File: src/design/fps_pkg.sv
// constants shared by the fast pulse step counter design
package fps_pkg;
  // ================
  // register offsets (byte addresses, one word each)
  localparam logic [7:0] OFS_CTRL      = 8'h00; // enable, normal reset, chain setup
  localparam logic [7:0] OFS_RST_CODE  = 8'h04; // reset target code
  localparam logic [7:0] OFS_SHOT      = 8'h08; // single shot reset strobe
  localparam logic [7:0] OFS_STATUS    = 8'h0c; // counter status
  localparam logic [7:0] OFS_POSITION  = 8'h10; // step and running tally
  localparam logic [7:0] OFS_MON_CFG   = 8'h14; // monitor setup
  localparam logic [7:0] OFS_MON_CTRL  = 8'h18; // monitor reset strobe
  localparam logic [7:0] OFS_SCAN      = 8'h1c; // end of program scan strobe
  localparam logic [7:0] OFS_TBL_IDX   = 8'h20; // step table index
  localparam logic [7:0] OFS_TBL_DATA  = 8'h24; // step table data
  localparam logic [7:0] OFS_SEQ_CFG   = 8'h28; // last step, output routing
  // ================
  // field positions
  localparam int CTRL_EN_BIT    = 0;
  localparam int CTRL_NRST_BIT  = 1;
  localparam int CTRL_MCNT_LSB  = 4;
  localparam int CTRL_MPOS_LSB  = 6;
  localparam int MON_MASK_LSB   = 8;
  localparam int MON_DATA_LSB   = 16;
  localparam int MON_GT_BIT     = 24;
  localparam int MON_TIMED_BIT  = 25;
  localparam int MON_ADDR_LSB   = 26;
  localparam int TBL_OUT_LSB    = 16;
  localparam int SEQ_SEL_LSB    = 8;
  // ================
  // reset values
  localparam logic [15:0] RST_CODE_RST = 16'h0000;
  localparam logic [3:0]  LAST_STEP_RST = 4'h0;
  localparam logic [5:0]  OUT_SEL_RST   = 6'h3f;
  // ================
  // addressing, group numbers and codes
  localparam logic [9:0] SEQ_ADDR_FIRST = 10'd901;
  localparam logic [9:0] SEQ_ADDR_LAST  = 10'd932;
  localparam logic [9:0] MOD_ADDR_LAST  = 10'd904;
  localparam logic [9:0] STATUS_OFFSET  = 10'd50;
  localparam logic [7:0] GROUP_FIRST    = 8'd38;
  localparam logic [7:0] GROUP_LAST     = 8'd69;
  localparam logic [7:0] MASK_ALL       = 8'hff;
  localparam logic [7:0] SHOT_PREFIX    = 8'h99;
  localparam logic [3:0] FAULT_SCAN     = 4'h9;
  localparam int         OUT_BITS       = 8;
  localparam int         EXT_BITS       = 6;
  // ================
  // pulse rate limits, pulses per window, by module count
  localparam logic [3:0] RATE_1MOD = 4'd5;
  localparam logic [3:0] RATE_2MOD = 4'd4;
  localparam logic [3:0] RATE_3MOD = 4'd3;
  localparam logic [3:0] RATE_4MOD = 4'd2;
  localparam logic [3:0] RATE_SUM  = 4'd5;
  // ================
  // timing
  localparam int CLK_MHZ       = 125;
  localparam int RATE_WIN_US   = 1000;
  localparam int RATE_WIN_CYC  = RATE_WIN_US * CLK_MHZ;
  localparam int SCAN_MAX_MS   = 100;
  localparam int SCAN_MAX_CYC  = SCAN_MAX_MS * 1000 * CLK_MHZ;
endpackage

File: src/design/fps_top.sv
// fast pulse step counter with step monitor and apb registers
//
// Summary of operation
// [RL1] monitor sits at sequencer address 901..932
// [RL2] group 38..69 selects observed sequencer
// [RL3] special group needs mask programmed all ones
// [RL4] monitor data is decimal step number
// [RL5] timed or event choice changes nothing
// [RL6] greater-than bit sticks until monitor reset
// [RL7] reset can jump to a later step
// [RL8] chain position gives address 901..904
// [RL9] counting needs rate test and enable
// [RL10] pulses raise tally, target advances step
// [RL11] far side keeps pulse rate within limits
// [RL12] over-rate stops counting, freezes step, outputs
// [RL13] completion bit true for one scan
// [RL14] normal reset holds step 0 outputs
// [RL15] single shot keeps pulses for destination
// [RL16] shot code is 99 then step
// [RL17] eight pattern bits, six external
// [RL18] resident outputs immediate, expansion at scan
// [RL19] over-long scan faults with code 9; the code sets FAULT_O and a status bit, no code 9 is given
// [RL20] synchronise pulse, count each edge once
module fps_top
  import fps_pkg::*;
#(
  parameter int WIN_CYC  = fps_pkg::RATE_WIN_CYC,
  parameter int SCAN_CYC = fps_pkg::SCAN_MAX_CYC
)
(
  input  wire logic        CLK_I,
  input  wire logic        SYS_RST_I,
  input  wire logic        PSEL_I,
  input  wire logic        PENABLE_I,
  input  wire logic        PWRITE_I,
  input  wire logic [7:0]  PADDR_I,
  input  wire logic [31:0] PWDATA_I,
  output logic      [31:0] PRDATA_O,
  output logic             PREADY_O,
  output logic             PSLVERR_O,
  input  wire logic        PULSE_I,
  output logic      [5:0]  EXT_OUT_O,
  output logic             ENABLE_TEST_O,
  output logic             CYCLE_DONE_O,
  output logic             MONITOR_O,
  output logic             FAULT_O
);
  import fps_pkg::*;

  // ================
  // helpers
  // two bcd digits to binary
  function automatic logic [6:0] bcd2bin(input logic [7:0] bcd);
    logic [6:0] tens;
    tens = {3'b000, bcd[7:4]};
    bcd2bin = 7'((tens << 3) + (tens << 1) + {3'b000, bcd[3:0]});
  endfunction

  // pulse limit per window by module count
  function automatic logic [3:0] rate_limit(input logic [1:0] mcnt);
    case (mcnt)
      2'd0:    rate_limit = RATE_1MOD;
      2'd1:    rate_limit = RATE_2MOD;
      2'd2:    rate_limit = RATE_3MOD;
      default: rate_limit = RATE_4MOD;
    endcase
  endfunction

  // ================
  // declarations
  logic        ctrl_en_ff;     // counting enable from software
  logic        norm_rst_ff;    // normal reset level
  logic [1:0]  mod_cnt_ff;     // modules in chain minus one
  logic [1:0]  mod_pos_ff;     // position from processor
  logic [15:0] rst_code_ff;    // reset target code
  logic [3:0]  last_step_ff;   // final step number
  logic [5:0]  out_sel_ff;     // 1 = resident output
  logic [7:0]  mon_group_ff;   // monitor group number
  logic [7:0]  mon_mask_ff;    // monitor mask
  logic [7:0]  mon_data_ff;    // monitor step, bcd
  logic        mon_gt_ff;      // greater-than mode
  logic        mon_timed_ff;   // timed choice, kept only
  logic [4:0]  mon_addr_ff;    // monitor address minus 901
  logic [3:0]  tbl_idx_ff;     // table write index
  logic [3:0]  step_ff;        // current step
  logic [15:0] tally_ff;       // running tally
  logic [3:0]  nxt_step;
  logic [15:0] nxt_tally;
  logic        done_evt;       // last step completed
  logic        cyc_pend_ff;    // completion awaiting scan
  logic        cyc_vis_ff;     // completion shown this scan
  logic        mon_hit_ff;     // monitor status bit
  logic [5:0]  ext_out_ff;     // external outputs
  logic [31:0] scan_cnt_ff;    // cycles in this scan
  logic        fault_ff;       // scan too long
  logic        en_test_ff;     // enable test output
  logic [31:0] prdata_ff;
  logic        pready_ff;
  logic        pslverr_ff;
  logic [23:0] step_word;      // table word for step_ff
  logic        pulse_edge;
  logic        over_rate;
  logic        setup_ph;
  logic        wr_acc;
  logic        mapped;
  logic        shot_req;
  logic        mon_rst_req;
  logic        scan_mark;
  logic        tbl_we;
  logic        count_en;
  logic [3:0]  shot_step;
  logic [6:0]  shot_bin;       // shot destination, binary
  logic [6:0]  mon_step;
  logic        mon_valid;
  logic [9:0]  my_addr;

  // ================
  // apb decode
  assign setup_ph    = PSEL_I & ~PENABLE_I;
  assign wr_acc      = PSEL_I & PENABLE_I & pready_ff & PWRITE_I & ~pslverr_ff;
  assign shot_req    = wr_acc && PADDR_I == OFS_SHOT;
  assign mon_rst_req = wr_acc && PADDR_I == OFS_MON_CTRL;
  assign scan_mark   = wr_acc && PADDR_I == OFS_SCAN;
  assign tbl_we      = wr_acc && PADDR_I == OFS_TBL_DATA;

  // known offsets
  always_comb
  begin
    case (PADDR_I)
      OFS_CTRL, OFS_RST_CODE, OFS_SHOT, OFS_STATUS, OFS_POSITION,
      OFS_MON_CFG, OFS_MON_CTRL, OFS_SCAN, OFS_TBL_IDX, OFS_TBL_DATA,
      OFS_SEQ_CFG: mapped = 1'b1;
      default:     mapped = 1'b0;
    endcase
  end

  // ready, error and read data set up one cycle ahead
  always_ff @(posedge CLK_I)
  begin
    if (SYS_RST_I)
    begin
      pready_ff  <= 1'b0;
      pslverr_ff <= 1'b0;
      prdata_ff  <= 32'h00000000;
    end
    else
    begin
      pready_ff  <= setup_ph;
      pslverr_ff <= setup_ph & ~mapped;
      // unmapped access of either kind reads zero
      if (setup_ph && (!PWRITE_I || !mapped))
      begin
        case (PADDR_I)
          OFS_CTRL:     prdata_ff <= {24'h000000, mod_pos_ff, mod_cnt_ff, 2'b00, norm_rst_ff, ctrl_en_ff};
          OFS_RST_CODE: prdata_ff <= {16'h0000, rst_code_ff};
          OFS_STATUS:   prdata_ff <= {17'h00000, my_addr, fault_ff, mon_hit_ff, cyc_vis_ff,
                                      over_rate, en_test_ff};
          OFS_POSITION: prdata_ff <= {8'h00, step_word[23:16], tally_ff} | {4'h0, step_ff, 24'h000000};
          OFS_MON_CFG:  prdata_ff <= {1'b0, mon_addr_ff, mon_timed_ff, mon_gt_ff, mon_data_ff,
                                      mon_mask_ff, mon_group_ff};
          OFS_TBL_IDX:  prdata_ff <= {28'h0000000, tbl_idx_ff};
          OFS_SEQ_CFG:  prdata_ff <= {16'h0000, 2'b00, out_sel_ff, 4'h0, last_step_ff};
          default:      prdata_ff <= 32'h00000000;
        endcase
      end
    end
  end

  // ================
  // control registers
  always_ff @(posedge CLK_I)
  begin
    if (SYS_RST_I)
    begin
      ctrl_en_ff   <= 1'b0;
      norm_rst_ff  <= 1'b0;
      mod_cnt_ff   <= 2'b00;
      mod_pos_ff   <= 2'b00;
      rst_code_ff  <= RST_CODE_RST;
      last_step_ff <= LAST_STEP_RST;
      out_sel_ff   <= OUT_SEL_RST;
      tbl_idx_ff   <= 4'h0;
    end
    else if (wr_acc)
    begin
      case (PADDR_I)
        OFS_CTRL:
        begin
          ctrl_en_ff  <= PWDATA_I[CTRL_EN_BIT];
          norm_rst_ff <= PWDATA_I[CTRL_NRST_BIT];
          mod_cnt_ff  <= PWDATA_I[CTRL_MCNT_LSB +: 2];
          mod_pos_ff  <= PWDATA_I[CTRL_MPOS_LSB +: 2];
        end
        OFS_RST_CODE: rst_code_ff  <= PWDATA_I[15:0];
        OFS_TBL_IDX:  tbl_idx_ff   <= PWDATA_I[3:0];
        OFS_SEQ_CFG:
        begin
          last_step_ff <= PWDATA_I[3:0];
          out_sel_ff   <= PWDATA_I[SEQ_SEL_LSB +: EXT_BITS];
        end
        default: ;
      endcase
    end
  end

  // monitor setup register
  always_ff @(posedge CLK_I)
  begin
    if (SYS_RST_I)
    begin
      mon_group_ff <= 8'h00;
      mon_mask_ff  <= 8'h00;
      mon_data_ff  <= 8'h00;
      mon_gt_ff    <= 1'b0;
      mon_timed_ff <= 1'b0;
      mon_addr_ff  <= 5'h00;
    end
    else if (wr_acc && PADDR_I == OFS_MON_CFG)
    begin
      mon_group_ff <= PWDATA_I[7:0];
      mon_mask_ff  <= PWDATA_I[MON_MASK_LSB +: 8];
      mon_data_ff  <= PWDATA_I[MON_DATA_LSB +: 8];
      mon_gt_ff    <= PWDATA_I[MON_GT_BIT];
      // [RL5] stored for readback, never used
      mon_timed_ff <= PWDATA_I[MON_TIMED_BIT];
      // [RL1] five bits keep address within 901..932
      mon_addr_ff  <= PWDATA_I[MON_ADDR_LSB +: 5];
    end
  end

  // ================
  // pulse input and step table
  fps_pulse_in #(.WIN_CYC(WIN_CYC)) u_pulse
  (
    .clk_i   (CLK_I),
    .rst_i   (SYS_RST_I),
    .pulse_i (PULSE_I),
    .limit_i (rate_limit(mod_cnt_ff)),
    .clr_i   (norm_rst_ff | shot_req),
    .edge_o  (pulse_edge),
    .over_o  (over_rate)
  );

  // [RL17] eight pattern bits per step
  fps_step_mem u_mem
  (
    .clk_i   (CLK_I),
    .rst_i   (SYS_RST_I),
    .we_i    (tbl_we),
    .waddr_i (tbl_idx_ff),
    .wdata_i (PWDATA_I[23:0]),
    .raddr_i (nxt_step),
    .rdata_o (step_word)
  );

  // ================
  // step engine
  // [RL8] chain position fixes this counter's address
  assign my_addr  = SEQ_ADDR_FIRST + {8'h00, mod_pos_ff};
  // [RL9] rate test and software enable gate counting
  assign count_en = ctrl_en_ff & ~over_rate & ~norm_rst_ff;
  // [RL16] 99 prefix, then bcd destination step
  assign shot_bin  = bcd2bin(rst_code_ff[7:0]);
  assign shot_step = (rst_code_ff[15:8] == SHOT_PREFIX && shot_bin <= {3'b000, last_step_ff})
                     ? shot_bin[3:0] : 4'h0;

  // next step and tally
  always_comb
  begin
    nxt_step  = step_ff;
    nxt_tally = tally_ff;
    done_evt  = 1'b0;
    // [RL14] normal reset holds step 0
    if (norm_rst_ff)
    begin
      nxt_step  = 4'h0;
      nxt_tally = 16'h0000;
    end
    // [RL7] [RL15] jump, keeping this cycle's pulse
    else if (shot_req)
    begin
      nxt_step  = shot_step;
      nxt_tally = (pulse_edge && ctrl_en_ff) ? 16'h0001 : 16'h0000;
    end
    // [RL10] count, advance at target
    else if (count_en && pulse_edge)
    begin
      if (tally_ff + 16'h0001 >= step_word[15:0])
      begin
        nxt_tally = 16'h0000;
        if (step_ff == last_step_ff)
        begin
          nxt_step = 4'h0;
          done_evt = 1'b1;
        end
        else
        begin
          nxt_step = step_ff + 4'h1;
        end
      end
      else
      begin
        nxt_tally = tally_ff + 16'h0001;
      end
    end
  end

  // [RL12] over-rate blocks counting; shot and normal reset still update
  always_ff @(posedge CLK_I)
  begin
    if (SYS_RST_I)
    begin
      step_ff  <= 4'h0;
      tally_ff <= 16'h0000;
    end
    else
    begin
      step_ff  <= nxt_step;
      tally_ff <= nxt_tally;
    end
  end

  // [RL13] completion shown for one scan, set wins
  always_ff @(posedge CLK_I)
  begin
    if (SYS_RST_I)
    begin
      cyc_pend_ff <= 1'b0;
      cyc_vis_ff  <= 1'b0;
    end
    else
    begin
      if (scan_mark)
      begin
        cyc_vis_ff  <= cyc_pend_ff;
        cyc_pend_ff <= done_evt;
      end
      else if (done_evt)
      begin
        cyc_pend_ff <= 1'b1;
      end
    end
  end

  // enable test reads false while over-rate
  always_ff @(posedge CLK_I)
  begin
    if (SYS_RST_I)
    begin
      en_test_ff <= 1'b0;
    end
    else
    begin
      en_test_ff <= ~over_rate;
    end
  end

  // ================
  // outputs
  // [RL18] resident bits follow step, others wait for scan
  always_ff @(posedge CLK_I)
  begin
    if (SYS_RST_I)
    begin
      ext_out_ff <= 6'h00;
    end
    else
    begin
      for (int i = 0; i < EXT_BITS; i++)
      begin
        if (out_sel_ff[i] || scan_mark)
        begin
          ext_out_ff[i] <= step_word[TBL_OUT_LSB + i];
        end
      end
    end
  end

  // ================
  // step monitor
  // [RL2] [RL3] group must match this address, mask all ones
  assign mon_valid = mon_mask_ff == MASK_ALL && mon_group_ff >= GROUP_FIRST && mon_group_ff <= GROUP_LAST
                     && (mon_group_ff - GROUP_FIRST) == {6'h00, mod_pos_ff};
  // [RL4] decimal step number
  assign mon_step  = bcd2bin(mon_data_ff);

  // [RL6] greater-than bit sticks, set wins over reset
  always_ff @(posedge CLK_I)
  begin
    if (SYS_RST_I)
    begin
      mon_hit_ff <= 1'b0;
    end
    else if (!mon_valid)
    begin
      mon_hit_ff <= 1'b0;
    end
    else if (mon_gt_ff)
    begin
      if ({3'b000, step_ff} > mon_step)
      begin
        mon_hit_ff <= 1'b1;
      end
      else if (mon_rst_req)
      begin
        mon_hit_ff <= 1'b0;
      end
    end
    else
    begin
      mon_hit_ff <= {3'b000, step_ff} == mon_step;
    end
  end

  // ================
  // scan watchdog
  // [RL19] fault when no scan mark within limit
  always_ff @(posedge CLK_I)
  begin
    if (SYS_RST_I || scan_mark)
    begin
      scan_cnt_ff <= 32'h00000000;
    end
    else if (scan_cnt_ff != 32'(SCAN_CYC))
    begin
      scan_cnt_ff <= scan_cnt_ff + 32'h00000001;
    end
  end

  // fault latch, cleared only by system reset
  always_ff @(posedge CLK_I)
  begin
    if (SYS_RST_I)
    begin
      fault_ff <= 1'b0;
    end
    else if (scan_cnt_ff == 32'(SCAN_CYC))
    begin
      fault_ff <= 1'b1;
    end
  end

  assign PRDATA_O      = prdata_ff;
  assign PREADY_O      = pready_ff;
  assign PSLVERR_O     = pslverr_ff;
  assign EXT_OUT_O     = ext_out_ff;
  assign ENABLE_TEST_O = en_test_ff;
  assign CYCLE_DONE_O  = cyc_vis_ff;
  assign MONITOR_O     = mon_hit_ff;
  assign FAULT_O       = fault_ff;
endmodule

File: src/design/fps_step_mem.sv
// step table memory: target tally and output pattern per step
module fps_step_mem
(
  input  wire logic        clk_i,
  input  wire logic        rst_i,
  input  wire logic        we_i,
  input  wire logic [3:0]  waddr_i,
  input  wire logic [23:0] wdata_i,
  input  wire logic [3:0]  raddr_i,
  output logic      [23:0] rdata_o
);
  // ================
  // storage
  logic [23:0] mem_ff [16]; // one word per step

  // write port
  always_ff @(posedge clk_i)
  begin
    if (we_i)
    begin
      mem_ff[waddr_i] <= wdata_i;
    end
  end

  // registered read port
  always_ff @(posedge clk_i)
  begin
    if (rst_i)
    begin
      rdata_o <= 24'h000000;
    end
    else
    begin
      rdata_o <= mem_ff[raddr_i];
    end
  end
endmodule

File: src/design/fps_pulse_in.sv
// pulse input: synchroniser, rising edge detect, over-rate watch
module fps_pulse_in
#(
  parameter int WIN_CYC = 125000
)
(
  input  wire logic       clk_i,
  input  wire logic       rst_i,
  input  wire logic       pulse_i,
  input  wire logic [3:0] limit_i,
  input  wire logic       clr_i,
  output logic            edge_o,
  output logic            over_o
);
  // ================
  // state
  logic        sync1_ff;   // first stage, read only by sync2
  logic        sync2_ff;   // settled level
  logic        prev_ff;    // level one cycle ago
  logic [31:0] win_ff;     // window cycle count
  logic [3:0]  cnt_ff;     // pulses in this window
  logic        over_ff;    // over-rate latch

  assign edge_o = sync2_ff & ~prev_ff;
  assign over_o = over_ff;

  // [RL20] two-stage synchroniser
  always_ff @(posedge clk_i)
  begin
    if (rst_i)
    begin
      sync1_ff <= 1'b0;
      sync2_ff <= 1'b0;
      prev_ff  <= 1'b0;
    end
    else
    begin
      sync1_ff <= pulse_i;
      sync2_ff <= sync1_ff;
      prev_ff  <= sync2_ff;
    end
  end

  // rate window and pulse count
  always_ff @(posedge clk_i)
  begin
    if (rst_i || win_ff == 32'(WIN_CYC - 1))
    begin
      win_ff <= 32'h00000000;
      cnt_ff <= 4'h0;
    end
    else
    begin
      win_ff <= win_ff + 32'h00000001;
      if (edge_o && cnt_ff != 4'hf)
      begin
        cnt_ff <= cnt_ff + 4'h1;
      end
    end
  end

  // [RL12] latch over-rate, set wins over clear
  always_ff @(posedge clk_i)
  begin
    if (rst_i)
    begin
      over_ff <= 1'b0;
    end
    else if (edge_o && cnt_ff >= limit_i)
    begin
      over_ff <= 1'b1;
    end
    else if (clr_i)
    begin
      over_ff <= 1'b0;
    end
  end
endmodule

File: config.mk
export PLATFORM = sky130hd
export DESIGN_NAME = fps_top
export DESIGN_NICKNAME = d
export VERILOG_FILES = /design/src/design/fps_pkg.sv /design/src/design/fps_top.sv /design/src/design/fps_step_mem.sv /design/src/design/fps_pulse_in.sv
export SDC_FILE = /design/constraint.sdc
export NUM_CORES = 1
export LEC_CHECK = 0
export ABC_AREA = 1
export BUFFER_PORTS_ARGS = -buffer_cell sky130_fd_sc_hd__buf_4
export CORE_ASPECT_RATIO = 0.9
export CORE_MARGIN = 1
export CORE_UTILIZATION = 25
export DETAILED_ROUTE_END_ITERATION = 6
export REMOVE_ABC_BUFFERS = 1
export SLEW_MARGIN = 30
export SYNTH_ARGS = -nofsm -noshare
export SYNTH_HDL_FRONTEND = slang
export SYNTH_SLANG_ARGS = --single-unit
File: constraint.sdc
create_clock -name CLK_I -period 6.91 [get_ports CLK_I]
set_input_delay 1.0365 -clock CLK_I [delete_from_list [all_inputs] [get_ports CLK_I]]
set_output_delay 1.0365 -clock CLK_I [all_outputs]
set_load 0.01 [all_outputs]
## Word-level counts from Yosys, hierarchy flattened

Memory sizes are Yosys's and may differ from the RTL's. A register that Yosys moved wholly into a read port is not among the register bits.
Cells that the tools add are included.

| storage, ports and cells | value |
|---|---|
| bits in registers | 204 |
| RAM bits | 384 |
| output and inout bits | 44 |
| word-level logic and storage cells | 159 |
| memories | 1 |

Memory list:

| memory | words | width | read ports | clocked after Yosys merged registers in | wr ports | line | source |
|---|---|---|---|---|---|---|---|
| u_mem.mem_ff | 16 | 24 | 1 | 1 | 1 | fps_step_mem.sv:14 | `logic [23:0] mem_ff [16];` |

| cells by class | value |
|---|---|
| add/subtract/negate cells | 11 |
| $lt $le $gt $ge | 6 |
| equal/unequal tests | 22 |
| multiplexer cells | 27 |
| bitwise gates (word level) | 18 |
| reductions and logical operators | 37 |

Operator list:

| cell | count |
|---|---|
| $pmux 31 s7 | 1 |
| $add 32x1->32 const B | 2 |
| $mux 16 | 3 |
| $eq 32x17->1 const B | 1 |
| $eq 32x24->1 const B | 1 |
| $eq 8x5->1 const B | 4 |
| $ne 32x24->1 const B | 1 |
| $or 24x28->28 | 1 |
| $eq 8x6->1 const B | 3 |
| $mux 4 | 6 |
| $add 16x1->16 const B | 1 |
| $eq 8x4->1 const B | 2 |
| $eq 8x8->1 const B | 2 |
| $ge 16x16->1 | 1 |
| $mux 1 | 16 |
| $add 7x4->7 | 2 |
| $add 7x5->7 | 2 |
| $logic_and 1x1->1 | 14 |
| $reduce_or 11->1 | 1 |
| $add 8x3->9 const A | 1 |
| $and 1x1->1 | 9 |
| $logic_or 1x1->1 | 9 |
| $pmux 3 s3 | 1 |
| $add 4x1->4 const B | 2 |
| 22 further kinds | 35 |

## Depth between registers and ports, before layout

Gate-level depths: netlist of run 1.

| logic depth | value |
|---|---|
| depth after elaboration | 9 |
| depth in mapped cells | 30 |

## Hierarchy

From an unflattened synthesis of run 1, not the netlist that was laid out.

| unflattened totals | value |
|---|---|
| cells, all modules | 3,233 |
| area total of the unflattened synthesis | 27,965.6 µm² |

By module, submodules not included:

| module | times used | cells an instance | area each (µm²) |
|---|---|---|---|
| fps_step_mem | 1 | 1,551 | 16,736.1 |
| fps_top | 1 | 1,322 | 8,969.9 |
| fps_pulse_in | 1 | 360 | 2,259.7 |

## Worst setup path after synthesis of run 1

OpenSTA, ideal clock, no wires.

| path | value |
|---|---|
| kind | input to register |
| start | input port PWRITE_I |
| end | memory u_mem.mem_ff[0][0] (enable) |
| library setup time | 0.405 ns |
| arrival time | 3.021 ns |
| required time | 6.505 ns |
| slack | 3.484 ns |
| stages | 7 |
| path through | nand2_1 nor2_1 nand3_1 inv_1 clkbuf_1 nand4_1 nor2_1 |

| between the ends | value |
|---|---|
| cells in the longest elaborated chain, start to end | 5 |

Ends and longest elaborated chain:

| what | line | source |
|---|---|---|
| from (decl) | fps_top.sv:35 | `input wire logic PWRITE_I,` |
| $and 1x1->1 (2 in a row) | fps_top.sv:120 | `assign wr_acc = PSEL_I & PENABLE_I & pready_ff & PWRITE_I & ~pslverr_ff;` |
| $logic_and 1x1->1 | fps_top.sv:124 | `assign tbl_we = wr_acc && PADDR_I == OFS_TBL_DATA;` |
| $mux 1 | fps_step_mem.sv:19 | `if (we_i)` |
| $mux 1 (implied by the code) | fps_step_mem.sv:21 | `mem_ff[waddr_i] <= wdata_i;` |
| to (decl) | fps_step_mem.sv:14 |  |

Every way passes these cells.

## Worst setup path after layout of run 1

| path | value |
|---|---|
| start | register tally_ff[0] |
| end | register u_mem.rdata_o[14], read port of u_mem.mem_ff |

| between the ends | value |
|---|---|
| cells in the longest elaborated chain, start to end | 6 |

Ends and longest elaborated chain:

| what | line | source |
|---|---|---|
| from (decl) | fps_top.sv:86 | `logic [15:0] tally_ff;` |
| from (signal assigned) | fps_top.sv:319 | `tally_ff <= nxt_tally;` |
| $add 16x1->16 | fps_top.sv:288 | `if (tally_ff + 16'h0001 >= step_word[15:0])` |
| $ge 16x16->1 | fps_top.sv:288 |  |
| $mux 4 | fps_top.sv:288 |  |
| $mux 4 | fps_top.sv:286 | `else if (count_en && pulse_edge)` |
| $mux 4 | fps_top.sv:280 | `else if (shot_req)` |
| $mux 4 | fps_top.sv:274 | `if (norm_rst_ff)` |
| to (decl) | fps_step_mem.sv:10 | `output logic [23:0] rdata_o` |

Every way passes these cells.
A chain may end at the register's enable or synchronous reset.

==> flow_summary.ini, run 1 <==
[timing]
min_period_over_period_pct = 74.1
hold_violations = 0
rsz0062_at_grt = false
worst_slew_pin_slew_ns = 0.926
clock_skew_ns = 0.0270
tns_ns = 0
finalSetupViolations = 0
relSlewSlack_pct = 38.2
post-route-min-period_ns = 5.12
fmax_mhz = 195
finalWorstSetupSlack_ns = 1.79
slew_violations = 0

[synth]
synth_most_common_cell = nand2_1
ys_seq_elements = 611
yosys_warnings = 0
synthCells = 3016
synth_edf_count = 384
synth_cell_types = 53
synth_async_sr_flop_share_pct = 0
synth_area_mm2 = 0.0276
ys.flop_type = edfxtp_1
synth_area_leaders = edfxtp_1, dfxtp_1, nand3_1, nand2_1, inv_1
synth_seq_area_share_pct = 58.3
syn_avg_cell_area_um2 = 9.14
ys_top_cells_by_count = nand2_1, nand3_1, inv_1, edfxtp_1, dfxtp_1
synth_largest_area_cell = edfxtp_1
synth_top_area_share_pct = 41.8

[cells_and_area]
fillCellCount = 11392
area_growth_pct = 17.4
multi_input_area_mm2 = 0.00932
area.sequential_mm2 = 0.0161
instances_no_fill = 4588
antenna_cells = 0
drive_above_1_share_pct = 9.37
fin_util_pct = 29.6
nNetsFinal = 3174

[hold_path]
hold-path-endpoint = u_pulse.sync2_ff$_SDFF_PP0_
hold_path_depth = 2
hold_path.class = reg2reg
worstHoldStart = u_pulse.sync1_ff$_SDFF_PP0_

[setup_path]
reg2reg_depth = 21
r2r-end = u_mem.rdata_o[14]$_SDFF_PP0_
worstSetupStartpointType = flop
end_kind = flop
critPathLaunch = tally_ff[0]$_SDFFE_PP0P_
cp_max_fo = 56
rrSetupSlack_ns = 1.79
timing.rr.start = tally_ff[0]$_SDFFE_PP0P_
arrival_ns = 5.67
slowest_delay_ns = 0.69
worstPathCellList = inv_1, nor3_1, nand4_1, nor2_1, nand4_1, xnor2_1, ha_1, nand2_1, o21bai_1, nand2_1, a21oi_1, nand3_2, nand3b_1, nand3_2, nand2_4, buf_4, buf_4, nand3_1, nand3_1, nand3_1, nand2_1
slowest_stage = buf_4
criticalPathCategory = reg2reg
cp.buffers_inverters = 3
worst_path_dominant_cell_family = simple AND/OR/NAND/NOR gates
critical_path_required_ns = 7.46

[grt]
grt_max_degree = 190
grt_usage_pct = 13.8
grt_overflow = 0
antenna_found_initial = 8
grt_pass1_wl_um = 118000
grt_pass1_vias = 19515

[floorplan]
dieArea_mm2 = 0.112
placementRows = 115
die_w_um = 352
pin_count = 90
design.core.area_mm2 = 0.109
die_h_um = 317
start_util_pct = 25.2

[clocking]
cts_tree = yes
htree_levels = 3
cts_resized = 0
clockBufferDepth = 3
cts_root_buf = clkbuf_16
ctsHoldBuffers = 0
path_clk_slew_ns = 0.06
clock-sinks = 611
cts_buffers = 68
post_cts_buffers = 0
clkLatencyLatePin_ns = 0.62

[run]
cap_violations = 0

[place]
io_buffers = 87
dp_hpwl_um = 49100
dp_slack_ns = 1.81
place_inst = 4466
gp_congestion = 0.863

[drt]
wirelength_um = 78800
dr.first_iter.drc_count = 1780
via_count = 20866
drc = 0
ant_nets = 0
post_drt_wl_per_cell_um = 17.2
drt_first_pass_iters = 7
vias_per_cell = 4.55

[power]
leakage_nw = 12.6
vdd.ir_drop.worst_uv = 153
p_per_area_mw_per_mm2 = 239

[run_status]
status = finished, final reports clean
[registers in the layout, indices dropped and copies added, names as in the netlist, 5 cells and up]
name / flops
mon_addr_ff: 5
mon_data_ff: 8
PRDATA_O: 31
u_mem.mem_ff: 384
tally_ff: 16
mon_mask_ff: 8
u_pulse.win_ff: 32
out_sel_ff: 6
mon_group_ff: 8
EXT_OUT_O: 6
u_mem.rdata_o: 24
rst_code_ff: 16
scan_cnt_ff: 32
[cell type report]
type / instances / share of cell area (%)
tap: 1462 / 5.65
multi-input combinational: 1805 / 28.8
timing repair buffer: 131 / 3.68
clock buffer: 93 / 5.99
inverter: 458 / 5.31
sequential: 611 / 49.7
clock inverter: 28 / 0.947
[cell families after synthesis]
| family | share of synthesized area (%) |
|---|---|
| buffers and inverters | 8.66 |
| xor gates and xnor gates | 0.985 |
| AOI/OAI and AO/OA | 7.12 |
| and+or+nand+nor | 22.4 |
| adders and majority gates | 2.51 |
| DFF | 58.3 |
| other | 0.0136 |
[placed cells by master (no fill, tap or decap), drive strengths merged, types with 49 or more instances in the layout]
master	instances
ha	49
nand2	558
clkbuf	93
a21oi	143
o21ai	117
dfxtp	227
edfxtp	384
inv	460
buf	131
nand3	487
nor3	50
nor2	191
[metrics by stage]
step | hold slack, ns | cell area (um2) | power (mW)
2_1_floorplan | 0.388 | 26900 | 4.04
3_3_place_gp | 0.398 | 29900 | 4.16
3_5_place_dp | 0.399 | 30100 | 4.17
4_1_cts | 0.407 | 32400 | 7.82
5_1_grt | 0.422 | 32400 | 7.97
6_report | 0.404 | 32400 | 7.74
[per-layer routing]
metal / up-vias / track usage (%) / wire (um) / part of all wire, %
li1: 10238 / - / - / -
met1: 9809 / 18.1 / 33600 / 43
met2: 662 / 22.6 / 36400 / 46
met3: 143 / 2.37 / 6140 / 7.8
met4: 14 / 5.29 / 2530 / 3.2
met5: - / 0 / 80 / 0.10
[how the worst max path moves through the flow]
stage / end / cells after the start
floorplan: u_mem.rdata_o[0]$_SDFF_PP0_ / 17
global placement: u_mem.rdata_o[6]$_SDFF_PP0_ / 22
detailed placement: u_mem.rdata_o[8]$_SDFF_PP0_ / 21
CTS: u_mem.rdata_o[8]$_SDFF_PP0_ / 21
global route: u_mem.rdata_o[8]$_SDFF_PP0_ / 21
finish: u_mem.rdata_o[14]$_SDFF_PP0_ / 21
[where the power goes]
group / switching [mW] / internal (mW) / total [mW] / leakage (nW)
logic: 0.128 / 0.0571 / 0.185 / 6.22
clock network: 1.49 / 2.16 / 3.65 / 1.10
registers: 0.0128 / 3.89 / 3.90 / 5.29
[worst reg2reg max path: stages (launching register included)]
cell and delay, ns:
dfxtp_1 0.42, inv_1 0.11, nor3_1 0.54, nand4_1 0.26, nor2_1 0.29, nand4_1 0.14, xnor2_1 0.24, ha_1 0.28
nand2_1 0.11, o21bai_1 0.11, nand2_1 0.06, a21oi_1 0.18, nand3_2 0.25, nand3b_1 0.18, nand3_2 0.10, nand2_4 0.07
buf_4 0.47, buf_4 0.72, nand3_1 0.20, nand3_1 0.14, nand3_1 0.09, nand2_1 0.11
Power figures use the tool's default switching activity.
==> inputs of run 2 (changes only) <==
==> constraint.sdc (replaced) <==
create_clock -name CLK_I -period 5.1 [get_ports CLK_I]
set_input_delay 0.765 -clock CLK_I [delete_from_list [all_inputs] [get_ports CLK_I]]
set_output_delay 0.765 -clock CLK_I [all_outputs]
set_load 0.01 [all_outputs]
==> run 2 against run 1 <==
Net effect:
- clock power increased by 34%
- wire length about the same
- design area about the same
- cell count increased by 0.26%
- register-to-register slack got worse by 1.2 ns
- global-route usage increased by 0.077 points
- die area unchanged
- first-iteration DRC count decreased by 5.7%
- total power increased by 35%
- core utilization about the same
- sequential power increased by 36%
- critical endpoint is now u_mem.rdata_o[20]$_SDFF_PP0_
==> flow_summary.ini, run 2 (synthesis gave the netlist of run 1 again) <==
[cells_and_area]
antenna_cells = 0
fin_util_pct = 29.6
nNetsFinal = 3183
largest_register_ffs = 384
instances_no_fill = 4600
layout_common_cells = nand2_1, nand3_1, inv_1
fillCellCount = 11425
drive_above_1_share_pct = 9.31
area_growth_pct = 17.5
regMostFlops = u_mem.mem_ff
stdcell_area_mm2 = 0.0324
reg_top3 = u_mem.mem_ff (384), scan_cnt_ff (32), u_pulse.win_ff (32)
final_common_cell = nand2_1

[grt]
antenna_found_initial = 6
grt_max_degree = 98
grt_pass1_wl_um = 119000
grt_overflow = 0
grt_pass1_vias = 19671
grt_usage_pct = 13.8

[drt]
vias_per_cell = 4.57
dr.first_iter.drc_count = 1679
post_drt_wl_per_cell_um = 17.1
drc = 0
via_count = 21013
ant_nets = 0
drt_first_pass_iters = 5
wirelength_um = 78700

[power]
vdd.ir_drop.worst_uv = 250
p_per_area_mw_per_mm2 = 322
p_total_mw = 10.4
leakage_nw = 12.6

[setup_path]
criticalPathCategory = reg2reg
cp.buffers_inverters = 5
end_kind = flop
cp_common_cell = nand2_1
arrival_ns = 4.98
cp_max_fo = 38
timing.rr.start = tally_ff[0]$_SDFFE_PP0P_
r2r-end = u_mem.rdata_o[20]$_SDFF_PP0_
critPathLaunch = tally_ff[0]$_SDFFE_PP0P_
slowest_delay_ns = 0.40
crit_cells = 27
slowest_stage = dfxtp_1
rrSetupSlack_ns = 0.62
critical_path_required_ns = 5.60
reg2reg_depth = 27
worstSetupStartpointType = flop
worst_path_dominant_cell_family = simple AND/OR/NAND/NOR gates
critPathCapture = u_mem.rdata_o[20]$_SDFF_PP0_

[timing]
tns_ns = 0
fin_hold_ws_ns = 0.355
worst_slew_pin_slew_ns = 0.794
slew_violations = 0
fmax_mhz = 223
finalSetupViolations = 0
rsz0062_at_grt = false
post-route-min-period_ns = 4.48
min_period_over_period_pct = 87.9
clock_skew_ns = 0.0252
relSlewSlack_pct = 47.0
hold_violations = 0
finalWorstSetupSlack_ns = 0.615

[place]
place_inst = 4475
dp_hpwl_um = 47600
placed_area_mm2 = 0.0301
io_buffers = 87
gp_congestion = 0.904
dp_slack_ns = 0.499

[floorplan]
pin_count = 90
design.core.area_mm2 = 0.109
placementRows = 115
die_w_um = 352
start_util_pct = 25.2
dieArea_mm2 = 0.112
die_h_um = 317

[clocking]
cts_resized = 0
clkLatencyLatePin_ns = 0.61
cts_tree = yes
post_cts_buffers = 0
cts_buffers = 67
cts_root_buf = clkbuf_16
clock-sinks = 611
clockBufferDepth = 3
path_clk_slew_ns = 0.06
htree_levels = 3
ctsHoldBuffers = 0

[hold_path]
hold_path.class = in2reg
hold_path_depth = 2

[run]
cap_violations = 0

[run_status]
status = finished, final reports clean
## run 2: changes by cell type in the layout (fill, tap and decap cells not counted), sizes merged
| cell | previous run | this run |
|---|---|---|
| clkinv | 20 | 24 |
| buf | 131 | 140 |
| clkbuf | 93 | 96 |
| clkinvlp | 1 | 0 |
| inv | 460 | 456 |
| bufinv | 5 | 6 |
## run 2: cell type report
cell class / count / area [um2] / share of cell area (%)
Sequential cell: 611 / 16100 / 49.6
Multi-Input combinational cell: 1805 / 9310 / 28.7
Clock buffer: 95 / 1900 / 5.85
Tap cell: 1462 / 1830 / 5.65
Inverter: 458 / 1720 / 5.31
Timing Repair Buffer: 141 / 1250 / 3.86
Clock inverter: 28 / 315 / 0.973
## run 2: worst min path at each step
stage / slack (ns) / endpoint / startpoint
4_1_cts: 0.31 / PREADY_O$_SDFF_PP0_ / PENABLE_I
5_1_grt: 0.35 / PREADY_O$_SDFF_PP0_ / PENABLE_I
6_report: 0.36 / PREADY_O$_SDFF_PP0_ / PENABLE_I
2_1_floorplan: 0.39 / u_pulse.sync2_ff$_SDFF_PP0_ / u_pulse.sync1_ff$_SDFF_PP0_
3_5_place_dp: 0.40 / u_pulse.sync2_ff$_SDFF_PP0_ / u_pulse.sync1_ff$_SDFF_PP0_
3_3_place_gp: 0.40 / u_pulse.sync2_ff$_SDFF_PP0_ / u_pulse.sync1_ff$_SDFF_PP0_
## run 2: report_power, final
| group | switching, mW | total (mW) | internal (mW) |
|---|---|---|---|
| Clock | 1.98 | 4.89 | 2.91 |
| Sequential | 0.0201 | 5.29 | 5.27 |
| Combinational | 0.173 | 0.248 | 0.0753 |
| Total | 2.17 | 10.4 | 8.25 |
## run 2: metal layers
layer | up-vias | part of all wire, % | track usage (%)
met3 | 122 | 6.6 | 2.27
met5 | - | 0.093 | 0
met2 | 624 | 47 | 23.4
met4 | 12 | 2.6 | 4.78
li1 | 10249 | - | -
met1 | 10006 | 44 | 18.0
